File: src/verilog/bert_pkg.sv
/*
 * Shared constants and types of the TDM bit error rate tester.
 * Assumes a 32-bit AXI4-Lite register bus and byte addresses.
 */
package bert_pkg;

	// ****************************************
	// Register byte offsets
	// ****************************************
	localparam logic [7:0] OFS_CONTROL_ONE   = 8'h00;
	localparam logic [7:0] OFS_IFACE_CONTROL = 8'h04;
	localparam logic [7:0] OFS_PATTERN       = 8'h08;
	localparam logic [7:0] OFS_ALT_REPEAT    = 8'h0c;
	localparam logic [7:0] OFS_TX_SLOTS      = 8'h10;
	localparam logic [7:0] OFS_RX_SLOTS      = 8'h14;
	localparam logic [7:0] OFS_BIT_COUNT     = 8'h18;
	localparam logic [7:0] OFS_ERROR_COUNT   = 8'h1c;
	localparam logic [7:0] OFS_EVENT_INFO    = 8'h20;
	localparam logic [7:0] OFS_CHANGE_STATUS = 8'h24;

	// ****************************************
	// Field positions
	// ****************************************
	localparam int CTL_CLEAR     = 0;
	localparam int CTL_MODE_LSB  = 1;
	localparam int CTL_MASK_SYNC = 4;
	localparam int CTL_MASK_ERR  = 5;
	localparam int CTL_MASK_OVF  = 6;
	localparam int IFC_ENABLE    = 0;
	localparam int IFC_DIRECTION = 1;
	localparam int IFC_RX_FBIT   = 2;
	localparam int IFC_TX_FBIT   = 3;
	localparam int EV_SYNC       = 0;
	localparam int EV_ERROR      = 1;
	localparam int EV_OVERFLOW   = 2;
	localparam int ST_SYNC_CHG   = 0;
	localparam int ST_ERROR      = 1;
	localparam int ST_BC_OVF     = 2;
	localparam int ST_EC_OVF     = 3;
	localparam int ST_IN_SYNC    = 4;

	// ****************************************
	// Reset values and counts
	// ****************************************
	localparam logic [31:0] PATTERN_RESET    = 32'hffffffff;
	localparam logic [7:0]  ALT_REPEAT_RESET = 8'h01;
	localparam logic [4:0]  REP_LEN_RESET    = 5'h1f;
	localparam logic [5:0]  SYNC_RUN         = 6'h20;
	localparam logic [6:0]  LOSS_WINDOW      = 7'h40;
	localparam logic [3:0]  LOSS_ERRORS      = 4'h6;
	localparam logic [3:0]  QRSS_ZERO_LIMIT  = 4'he;
	localparam logic [1:0]  RESP_OKAY        = 2'h0;
	localparam logic [1:0]  RESP_SLVERR      = 2'h2;

	typedef enum logic [2:0] {
		PAT_PRBS7,
		PAT_PRBS11,
		PAT_PRBS15,
		PAT_QRSS,
		PAT_REPEAT,
		PAT_ALTERNATE,
		PAT_DALY
	} pattern_mode_t;

endpackage

File: src/verilog/bert_pattern_gen.sv
/*
 * Pattern source: pseudorandom, repetitive, alternating-word and Daly.
 * Assumes step is a one-cycle pulse per bit; restart reloads from pattern, or from DALY_WORD in Daly mode.
 */
`timescale 1ns/1ps
module bert_pattern_gen
	import bert_pkg::*;
#(
	parameter logic [31:0] DALY_WORD = 32'h000000ff
)
(
	// Clock and reset
	input  wire logic          mclk,
	input  wire logic          rst,
	// Control
	input  wire logic          restart,
	input  wire logic          step,
	input  wire logic          seedEn,
	input  wire logic          seedBit,
	input  wire pattern_mode_t mode,
	input  wire logic [31:0]   pattern,
	input  wire logic [7:0]    wordCount,
	input  wire logic [4:0]    repLen,
	// Current bit
	output logic               patBit
);

	typedef struct packed {
		logic [19:0] lfsr;
		logic [31:0] rot;
		logic [3:0]  bitIdx;
		logic [7:0]  wordRep;
		logic        wordSel;
		logic [3:0]  zeroRun;
		logic [4:0]  repIdx;
	} gen_state_t;

	gen_state_t state_q;
	gen_state_t state_d;

	function automatic logic prbsFeedback(input pattern_mode_t m, input logic [19:0] r);
		unique case (m)
			PAT_PRBS7:  return r[6] ^ r[5];
			PAT_PRBS11: return r[10] ^ r[8];
			PAT_PRBS15: return r[14] ^ r[13];
			PAT_QRSS:   return r[19] ^ r[16];
			default:    return 1'b0;
		endcase
	endfunction

	always_comb
	begin
		logic        fb;
		logic [15:0] word;
		logic [4:0]  lastIdx;
		fb = prbsFeedback(mode, state_q.lfsr);
		word = state_q.wordSel ? pattern[31:16] : pattern[15:0];
		lastIdx = (mode == PAT_DALY) ? 5'h1f : repLen;
		state_d = state_q;
		unique case (mode)
			PAT_PRBS7, PAT_PRBS11, PAT_PRBS15: patBit = fb;
			// Long zero runs are forced to a one, as the quasi-random signal needs
			PAT_QRSS:      patBit = fb | (state_q.zeroRun >= QRSS_ZERO_LIMIT);
			PAT_ALTERNATE: patBit = word[state_q.bitIdx];
			default:       patBit = state_q.rot[0];
		endcase
		if (restart)
		begin
			state_d.lfsr = pattern[19:0];
			state_d.rot = (mode == PAT_DALY) ? DALY_WORD : pattern;
			state_d.bitIdx = 4'h0;
			state_d.wordRep = 8'h00;
			state_d.wordSel = 1'b0;
			state_d.zeroRun = 4'h0;
			state_d.repIdx = 5'h00;
		end
		else if (step)
		begin
			state_d.lfsr = {state_q.lfsr[18:0], seedEn ? seedBit : fb};
			state_d.rot = {state_q.rot[0], state_q.rot[31:1]};
			state_d.repIdx = state_q.repIdx + 5'h01;
			// Reload after the programmed length, so short patterns repeat cleanly
			if (state_q.repIdx == lastIdx)
			begin
				state_d.repIdx = 5'h00;
				state_d.rot = (mode == PAT_DALY) ? DALY_WORD : pattern;
			end
			state_d.zeroRun = patBit ? 4'h0 :
				((state_q.zeroRun == 4'hf) ? 4'hf : state_q.zeroRun + 4'h1);
			state_d.bitIdx = state_q.bitIdx + 4'h1;
			if (state_q.bitIdx == 4'hf)
			begin
				// A count of zero wraps to 256 words
				if (8'(state_q.wordRep + 8'h01) == wordCount)
				begin
					state_d.wordRep = 8'h00;
					state_d.wordSel = ~state_q.wordSel;
				end
				else
				begin
					state_d.wordRep = state_q.wordRep + 8'h01;
				end
			end
		end
	end

	always_ff @(posedge mclk)
	begin
		if (rst)
			state_q <= '0;
		else
			state_q <= state_d;
	end

endmodule // bert_pattern_gen

File: src/verilog/tdm_bit_error_rate_tester.sv
/*
 * Bit error rate tester behind an AXI4-Lite slave, on framer TDM bit streams.
 * Assumes the framer gives one-cycle bit strobes with slot index and F-bit flag.
 */
// How it works
// - Generator and checker offer three pseudorandom lengths, quasi-random and Daly.
// - A repetitive pattern of 1 to 32 bits is sent and checked.
// - Two 16-bit words alternate after 1 to 256 repeats.
// - Receiver keeps a 32-bit bit counter and a 24-bit error counter.
// - Sync change, bit error and overflow events each have a mask bit.
// - An information register tells software which events occurred.
// - A status register records sync changes, errors and overflows.
// - Interface control bit 1 picks network or backplane direction.
// - Slot selectors map the tester into chosen time slots only.
// - In T1, separate enables let the tester use the F-bit.
// - Four pattern bytes form a 32-bit pattern, rightmost bit first.
// - First word from the low two bytes, second from the high two.
// - In sync, the bit counter counts every received bit.
// - In sync, the error counter counts every mismatched bit.
// - Toggling the clear bit clears both counters.
// - Counters saturate and each sets its own status overflow flag; both share one information flag.
// - Each alternating word repeats the programmed count of times.
// - Latched flags set on their event and clear on a host read.
`timescale 1ns/1ps
module tdm_bit_error_rate_tester
	import bert_pkg::*;
#(
	parameter int          BIT_COUNT_W = 32,
	parameter int          ERR_COUNT_W = 24,
	parameter logic [31:0] DALY_WORD   = 32'h000000ff
)
(
	// Clock and reset
	input  wire logic        mclk,
	input  wire logic        rst,
	// AXI4-Lite slave
	input  wire logic [7:0]  s_axi_awaddr,
	input  wire logic        s_axi_awvalid,
	output logic             s_axi_awready,
	input  wire logic [31:0] s_axi_wdata,
	input  wire logic [3:0]  s_axi_wstrb,
	input  wire logic        s_axi_wvalid,
	output logic             s_axi_wready,
	output logic [1:0]       s_axi_bresp,
	output logic             s_axi_bvalid,
	input  wire logic        s_axi_bready,
	input  wire logic [7:0]  s_axi_araddr,
	input  wire logic        s_axi_arvalid,
	output logic             s_axi_arready,
	output logic [31:0]      s_axi_rdata,
	output logic [1:0]       s_axi_rresp,
	output logic             s_axi_rvalid,
	input  wire logic        s_axi_rready,
	// Transmit stream
	input  wire logic        txBitEn,
	input  wire logic [4:0]  txSlot,
	input  wire logic        txFbit,
	input  wire logic        txDataIn,
	output logic             txDataOut,
	// Receive stream
	input  wire logic        rxBitEn,
	input  wire logic [4:0]  rxSlot,
	input  wire logic        rxFbit,
	input  wire logic        rxData,
	// Mux steering and state
	output logic             testerActive,
	output logic             mapBackplane,
	output logic             rxInSync
);

	typedef struct packed {
		logic                   awready;
		logic                   wready;
		logic                   arready;
		logic                   bvalid;
		logic                   rvalid;
		logic [1:0]             bresp;
		logic [1:0]             rresp;
		logic [31:0]            rdata;
		logic [7:0]             awaddr;
		logic                   awHave;
		logic [31:0]            wdata;
		logic [3:0]             wstrb;
		logic                   wHave;
		logic [7:0]             ctl;
		logic [3:0]             iface;
		logic [31:0]            pattern;
		logic [7:0]             altRepeat;
		logic [4:0]             repLen;
		logic [31:0]            txSlots;
		logic [31:0]            rxSlots;
		logic [BIT_COUNT_W-1:0] bitCnt;
		logic [ERR_COUNT_W-1:0] errCnt;
		logic [2:0]             info;
		logic [3:0]             status;
		logic                   inSync;
		logic [5:0]             runCnt;
		logic [6:0]             winCnt;
		logic [3:0]             winErr;
		logic                   clrPrev;
		logic                   restart;
		logic                   txOut;
	} top_state_t;

	top_state_t    state_q;
	top_state_t    state_d;
	pattern_mode_t mode;
	logic          txBit;
	logic          refBit;
	logic          txHit;
	logic          rxHit;
	logic          mismatch;
	logic          clrRise;
	logic          refStep;
	logic          syncEv;
	logic          errEv;
	logic          bcOvfEv;
	logic          ecOvfEv;

	function automatic logic slotHit(input logic en, input logic [31:0] sel,
		input logic [4:0] slot, input logic fbit, input logic fuse);
		return en && (fbit ? fuse : sel[slot]);
	endfunction

	function automatic logic [31:0] mergeStrb(input logic [31:0] old,
		input logic [31:0] data, input logic [3:0] strb);
		logic [31:0] res;
		res = old;
		for (int i = 0; i < 4; i++)
			if (strb[i])
				res[i*8 +: 8] = data[i*8 +: 8];
		return res;
	endfunction

	assign mode = pattern_mode_t'(state_q.ctl[CTL_MODE_LSB +: 3]);

	// ****************************************
	// Pattern sources
	// ****************************************
	bert_pattern_gen #(.DALY_WORD(DALY_WORD)) txGen (
		.mclk      (mclk),
		.rst       (rst),
		.restart   (state_q.restart),
		.step      (txHit),
		.seedEn    (1'b0),
		.seedBit   (1'b0),
		.mode      (mode),
		.pattern   (state_q.pattern),
		.wordCount (state_q.altRepeat),
		.repLen    (state_q.repLen),
		.patBit    (txBit)
	);

	// Out of sync, pseudorandom and quasi-random modes seed from the line; others slip a bit
	bert_pattern_gen #(.DALY_WORD(DALY_WORD)) rxGen (
		.mclk      (mclk),
		.rst       (rst),
		.restart   (state_q.restart),
		.step      (refStep),
		.seedEn    (!state_q.inSync),
		.seedBit   (rxData),
		.mode      (mode),
		.pattern   (state_q.pattern),
		.wordCount (state_q.altRepeat),
		.repLen    (state_q.repLen),
		.patBit    (refBit)
	);

	// ****************************************
	// Next state
	// ****************************************
	always_comb
	begin
		logic rdInfo;
		logic rdStatus;
		logic [7:0] wa;
		logic [7:0] ra;
		rdInfo = 1'b0;
		rdStatus = 1'b0;
		wa = {state_q.awaddr[7:2], 2'b00};
		ra = {s_axi_araddr[7:2], 2'b00};
		state_d = state_q;
		state_d.restart = 1'b0;
		syncEv = 1'b0;
		errEv = 1'b0;
		bcOvfEv = 1'b0;
		ecOvfEv = 1'b0;
		txHit = txBitEn && slotHit(state_q.iface[IFC_ENABLE], state_q.txSlots,
			txSlot, txFbit, state_q.iface[IFC_TX_FBIT]);
		rxHit = rxBitEn && slotHit(state_q.iface[IFC_ENABLE], state_q.rxSlots,
			rxSlot, rxFbit, state_q.iface[IFC_RX_FBIT]);
		mismatch = rxData ^ refBit;
		clrRise = state_q.ctl[CTL_CLEAR] && !state_q.clrPrev;
		refStep = rxHit && (state_q.inSync || !mismatch || mode <= PAT_QRSS);
		state_d.clrPrev = state_q.ctl[CTL_CLEAR];
		if (txBitEn)
			state_d.txOut = txHit ? txBit : txDataIn;

		// Write channel: address and data taken in either order
		if (s_axi_awvalid && state_q.awready)
		begin
			state_d.awHave = 1'b1;
			state_d.awaddr = s_axi_awaddr;
		end
		if (s_axi_wvalid && state_q.wready)
		begin
			state_d.wHave = 1'b1;
			state_d.wdata = s_axi_wdata;
			state_d.wstrb = s_axi_wstrb;
		end
		if (s_axi_bvalid && s_axi_bready)
			state_d.bvalid = 1'b0;
		if (state_q.awHave && state_q.wHave && !state_q.bvalid)
		begin
			state_d.awHave = 1'b0;
			state_d.wHave = 1'b0;
			state_d.bvalid = 1'b1;
			state_d.bresp = RESP_OKAY;
			unique case (wa)
				OFS_CONTROL_ONE:
				begin
					state_d.ctl = 8'(mergeStrb(32'(state_q.ctl), state_q.wdata, state_q.wstrb));
					state_d.restart = 1'b1;
				end
				OFS_IFACE_CONTROL:
					state_d.iface = 4'(mergeStrb(32'(state_q.iface), state_q.wdata,
						state_q.wstrb));
				OFS_PATTERN:
				begin
					state_d.pattern = mergeStrb(state_q.pattern, state_q.wdata,
						state_q.wstrb);
					state_d.restart = 1'b1;
				end
				OFS_ALT_REPEAT:
				begin
					// Bits [12:8] hold the repetitive pattern length less one
					{state_d.repLen, state_d.altRepeat} = 13'(mergeStrb(
						32'({state_q.repLen, state_q.altRepeat}), state_q.wdata,
						state_q.wstrb));
					state_d.restart = 1'b1;
				end
				OFS_TX_SLOTS:
					state_d.txSlots = mergeStrb(state_q.txSlots, state_q.wdata, state_q.wstrb);
				OFS_RX_SLOTS:
					state_d.rxSlots = mergeStrb(state_q.rxSlots, state_q.wdata, state_q.wstrb);
				OFS_BIT_COUNT, OFS_ERROR_COUNT, OFS_EVENT_INFO, OFS_CHANGE_STATUS: ;
				default:
					state_d.bresp = RESP_SLVERR;
			endcase
		end

		// Read channel: data one cycle after the address
		if (s_axi_rvalid && s_axi_rready)
			state_d.rvalid = 1'b0;
		if (s_axi_arvalid && state_q.arready)
		begin
			state_d.rvalid = 1'b1;
			state_d.rresp = RESP_OKAY;
			state_d.rdata = 32'h00000000;
			unique case (ra)
				OFS_CONTROL_ONE:   state_d.rdata = 32'(state_q.ctl);
				OFS_IFACE_CONTROL: state_d.rdata = 32'(state_q.iface);
				OFS_PATTERN:       state_d.rdata = state_q.pattern;
				OFS_ALT_REPEAT:    state_d.rdata = 32'({state_q.repLen, state_q.altRepeat});
				OFS_TX_SLOTS:      state_d.rdata = state_q.txSlots;
				OFS_RX_SLOTS:      state_d.rdata = state_q.rxSlots;
				OFS_BIT_COUNT:     state_d.rdata = 32'(state_q.bitCnt);
				OFS_ERROR_COUNT:   state_d.rdata = 32'(state_q.errCnt);
				OFS_EVENT_INFO:
				begin
					state_d.rdata = 32'(state_q.info);
					rdInfo = 1'b1;
				end
				OFS_CHANGE_STATUS:
				begin
					state_d.rdata = 32'({state_q.inSync, state_q.status});
					rdStatus = 1'b1;
				end
				default:           state_d.rresp = RESP_SLVERR;
			endcase
		end

		// ****************************************
		// Receive synchronizer and counters
		// ****************************************
		if (state_q.restart)
		begin
			syncEv = state_q.inSync;
			state_d.inSync = 1'b0;
			state_d.runCnt = 6'h00;
		end
		else if (rxHit && !state_q.inSync)
		begin
			if (mismatch)
				state_d.runCnt = 6'h00;
			else if (state_q.runCnt == SYNC_RUN - 6'h01)
			begin
				state_d.inSync = 1'b1;
				syncEv = 1'b1;
				state_d.runCnt = 6'h00;
				state_d.winCnt = 7'h00;
				state_d.winErr = 4'h0;
			end
			else
				state_d.runCnt = state_q.runCnt + 6'h01;
		end
		else if (rxHit)
		begin
			if (!(&state_q.bitCnt))
			begin
				state_d.bitCnt = state_q.bitCnt + 1'b1;
				bcOvfEv = &state_d.bitCnt;
			end
			if (mismatch)
			begin
				errEv = 1'b1;
				state_d.winErr = state_q.winErr + 4'h1;
				if (!(&state_q.errCnt))
				begin
					state_d.errCnt = state_q.errCnt + 1'b1;
					ecOvfEv = &state_d.errCnt;
				end
			end
			// Error density judged over a fixed window of checked bits
			state_d.winCnt = state_q.winCnt + 7'h01;
			if (state_d.winErr >= LOSS_ERRORS)
			begin
				state_d.inSync = 1'b0;
				syncEv = 1'b1;
			end
			if (state_q.winCnt == LOSS_WINDOW - 7'h01)
			begin
				state_d.winCnt = 7'h00;
				state_d.winErr = 4'h0;
			end
		end
		if (clrRise)
		begin
			state_d.bitCnt = '0;
			state_d.errCnt = '0;
		end

		// Set wins over the clear of a read
		state_d.info = (rdInfo ? 3'h0 : state_q.info) | {
			(bcOvfEv | ecOvfEv) & !state_q.ctl[CTL_MASK_OVF],
			errEv & !state_q.ctl[CTL_MASK_ERR],
			syncEv & !state_q.ctl[CTL_MASK_SYNC]};
		state_d.status = (rdStatus ? 4'h0 : state_q.status) |
			{ecOvfEv, bcOvfEv, errEv, syncEv};

		state_d.awready = !state_d.awHave && !state_d.bvalid;
		state_d.wready = !state_d.wHave && !state_d.bvalid;
		state_d.arready = !state_d.rvalid;
	end

	always_ff @(posedge mclk)
	begin
		if (rst)
		begin
			state_q <= '0;
			state_q.pattern <= PATTERN_RESET;
			state_q.altRepeat <= ALT_REPEAT_RESET;
			state_q.repLen <= REP_LEN_RESET;
		end
		else
			state_q <= state_d;
	end

	assign s_axi_awready = state_q.awready;
	assign s_axi_wready = state_q.wready;
	assign s_axi_bresp = state_q.bresp;
	assign s_axi_bvalid = state_q.bvalid;
	assign s_axi_arready = state_q.arready;
	assign s_axi_rdata = state_q.rdata;
	assign s_axi_rresp = state_q.rresp;
	assign s_axi_rvalid = state_q.rvalid;
	assign txDataOut = state_q.txOut;
	assign testerActive = state_q.iface[IFC_ENABLE];
	assign mapBackplane = state_q.iface[IFC_DIRECTION];
	assign rxInSync = state_q.inSync;
endmodule // tdm_bit_error_rate_tester

File: config.mk
export PLATFORM = sky130hd
export DESIGN_NAME = tdm_bit_error_rate_tester
export DESIGN_NICKNAME = d
export VERILOG_FILES = /design/src/verilog/bert_pkg.sv /design/src/verilog/bert_pattern_gen.sv /design/src/verilog/tdm_bit_error_rate_tester.sv
export SDC_FILE = /design/constraint.sdc
export NUM_CORES = 1
export LEC_CHECK = 0
export BUFFER_PORTS_ARGS = -buffer_cell sky130_fd_sc_hd__buf_2
export CORE_ASPECT_RATIO = 0.9
export CORE_MARGIN = 5
export CORE_UTILIZATION = 47
export DETAILED_ROUTE_END_ITERATION = 8
export PLACE_DENSITY_LB_ADDON = 0.05
export SYNTH_ARGS = -nofsm -noshare
export SYNTH_HDL_FRONTEND = slang
export SYNTH_SLANG_ARGS = --single-unit
File: constraint.sdc
create_clock -name mclk -period 3 [get_ports mclk]
set_clock_uncertainty 0.15 [all_clocks]
set_input_delay 0.15 -clock mclk [delete_from_list [all_inputs] [get_ports mclk]]
set_output_delay 0.15 -clock mclk [all_outputs]
set_load 0.03 [all_outputs]
==> results.md <==
* Status: finished with violations
* Failing checks: negative setup slack
* Worst Hold Margin at 0.08020 ns
* Initial Util at 47.31%
* Crit path kind: reg2reg
* VDD IR max at 0.0003705 V
* WP data arrival at 3.55 ns
* Largest stage delay, worst path at 0.40 ns
* Placed instance area at 0.02476 mm^2
* Wire per inst at 22.98 um
* Endpoints failing setup at 117
* Final hold violation count at 0
* Syn avg cell area at 8.477 um^2
* Post-Synth Simple-Gate Area at 21.64%
* Most frequent cells in the layout: dfxtp_1, nor2_1, nand2_1, buf_4, a21oi_1
* Antenna cells at 0
* NumNets Final at 3066
* Cts bufs inserted at 48
* Relative slew margins at 44.26%
* Vias in the first global route at 20.90k
* Initial DRC Count at 1996
* Routed wire length at 83540 um
* Max-cap violation count at 0
* R2R Path Start: rxGen.state_q[19]
* Worst-margin pin slew at 0.8338 ns
* Post-synth ARST share at 0%
* Multiplexer area fraction after synthesis at 12.72%
* Number of synthesized flops with an enable pin at 0
* Gate Count Post-Synth at 2659
* Buf/Inv on CP at 5
* Type of origin of the critical path: flop
* Latest clock arrival within the worst-skew pair at 0.62 ns
* Cells taking the most area after synthesis: dfxtp_1, mux2i_1, mux4_2, nor2_1, a21oi_1
* Req. time, crit path at 3.34 ns
* Ports at 120
* Clock slew at reported path FFs at 0.06 ns
* Drt pass-1 iters at 5
* FF-to-FF End: rxGen.state_q[41]
* Crit-path max FO at 8
* RSZ-0062 raised after global routing: true
* Crit path capture: rxGen.state_q[41]
* Share of cells above drive strength 1 at 24.71%
* Overall Global Routing Usage at 30.46%
* Dominant combinational cell family by area after synthesis: simple AND/OR/NAND/NOR gates
* Max clock buf depth at 3
* Most frequent CP cell: buf_6
* HP Class: in2reg
* Die Ht at 217.8 um
* CTS tree: done
* Yosys reg bits at 436
* Yosys top cell area share at 38.73%
* Congestion Overflow GR at 0
* Fmax at 311.5 MHz
* Register area share after synthesis at 38.73%
* Synth Area in Compound Gates at 17.09%
* Yosys Warn Count at 0
* P&R area growth vs syn at 29.02%
* Kind of end point of the critical path: flop
* Final Cell Area at 0.02908 mm^2
* Min Clock Period, post-route at 3.210 ns
* Setup WS post-layout at -0.2100 ns
* Htree depth at 2
* Routed vias/inst at 6.059
* Via Count at 22.02k
* Critical path origin: rxGen.state_q[19]
* DR DRC count at 0
* Sink Count at 436
* CP delay by family, top: compound AO/OA/AOI/OAI gates
* Core ar. at 0.04764 mm^2
* Antenna-violating nets left at 0
* Post-Synth Adder-Cell Area at 0.9437%
* Post-Syn Area at 0.02254 mm^2
* Pre-CTS setup slack at -0.5262 ns
* P_leak at 11.71 nW
* Final core utilization at 61.04%
* Die area at 0.05244 mm^2
* Post-synthesis xor/xnor area fraction at 3.031%
* DP HPWL at 57190 um
* Yosys cell types at 93
* Slowest stage cell, crit path: o32a_4
* Cell chain of the critical path: buf_6 -> nor2b_1 -> a221oi_2 -> a211oi_4 -> o32a_4 -> buf_6 -> o21ai_4 -> a21boi_4 -> buf_4 -> buf_6 -> nor2_4 -> buf_6 -> o221ai_2
* Root Driver: clkbuf_16
* Most common cell after layout, fill and taps aside: dfxtp_1
* IO Port Bufs at 113
* Worst R2R Path Depth at 13
* Max Transition Viols Final at 0
* First-pass GRT wire length at 125600 um
* RD Place Congestion at 0.9359
* Power Dens Cells at 437.8 mW/mm^2
* Final period util at 107.0%
* Initial antenna violation count at 1
* Worst R2R Setup Slack at -0.21 ns
* Die Wd at 240.8 um
* Dominant synthesized flop cell: dfxtp_1
* Site row count at 76
* Worst path depth at 13
* Largest area contributor in the netlist: dfxtp_1
* Largest net degree at the start of global routing at 138
[synthesized netlist by cell type (all sizes together) (6+ instances only)]
library cell and instances:
dfxtp 436, nor2 326, nand2 269, a21oi 217
clkbuf 162, mux2i 141, nand3 113, o21ai 109
nor3 96, buf 80, a211oi 64, mux4 62
inv 50, xnor2 46, nand4 35, and3 33
xor2 32, a22oi 30, o211ai 24, or2 24
or3 24, a31oi 21, nor2b 21, o31ai 20
ha 17, nor4 17, or4 15, nor3b 12
nand2b 11, o2111ai 11, nand3b 9, a222oi 8
and4 8, o221ai 8, o22ai 8, a21o 6
a22o 6
[worst register-to-register path, delay by kind of cell, from the launching register on]
family	cells	cell delay, ns
AO/OA/AOI/OAI	6	1.43
buffers and inverters	5	0.72
AND/OR/NAND/NOR	2	0.40
flip-flops	1	0.38
[how the worst min path moves through the flow]
stage / slack, ns / to / depth (start not counted) / startpoint
floorplan: 0.14 / state_q[223] / 2 / s_axi_wdata[13]
global placement: 0.24 / state_q[233] / 3 / s_axi_wdata[23]
detailed placement: 0.25 / state_q[233] / 3 / s_axi_wdata[23]
CTS: 0.04 / s_axi_wready / 4 / s_axi_wvalid
global route: 0.11 / state_q[26] / 6 / s_axi_araddr[5]
finish: 0.08 / s_axi_wready / 4 / s_axi_wvalid
[power by group]
group / switching [mW] / internal (mW) / leakage (nW)
Sequential: 0.0913 / 5.84 / 3.52
Clock: 2.59 / 3.47 / 0.786
Combinational: 0.438 / 0.311 / 7.40
[registers in the layout (all words and copies together), names as in the netlist, 3 cells and up]
signal,cells
mode,3
txGen.state_q,74
state_q,241
rxGen.state_q,74
s_axi_rdata,32
[final cells by class]
class,instances,area [um^2]
flip-flops and latches,436,8750
well taps,624,780.7
clock buffers,68,1376
clock inverters,19,206.4
multi-input cells,1936,13520
fillers,4113,18560
inverters,50,187.7
repair buffers,502,4264
[per-layer routing]
metal | vias up | track usage, % | share of wire [%]
li1 | 10200 | - | -
met1 | 10730 | 42.24 | 43
met2 | 905 | 48.35 | 46
met3 | 191 | 5.412 | 7.4
met4 | 0 | 10.17 | 3.5
met5 | - | 0 | 0
[what timing repair did]
| action | 4_1_cts | 5_1_grt |
|---|---|---|
| pin swaps | 42 | 86 |
| setup buffers | 21 | 27 |
| hold buffers | 103 | 0 |
| endpoints found under the setup margin | 157 | 170 |
| hold endpoints to repair | 94 | 0 |
| resized for setup | 71 | 170 |
| cloned | 5 | 7 |
[metrics by stage]
stage	instances	setup TNS, ns	total power, mW
CTS	3605	-5.214	12.76
global placement	3390	-43.32	6.628
finish	3635	-14.14	12.73
detailed placement	3390	-49.51	6.634
floorplan	2660	0	6.372
global route	3635	-22.35	13.11
[logic make-up (layout without fill, tap and decap cells)]
group                      count (synthesis)  count (layout)
muxes                                    208             208
and+or+nand+nor                         1034            1034
buffers and inverters                    292             639
AOI/OAI and AO/OA                        593             597
xor gates and xnor gates                  78              78
adders and majority gates                 17              17
DFF                                      436             436
other                                      1               2
Note: power is estimated with default switching activity, not from simulation.
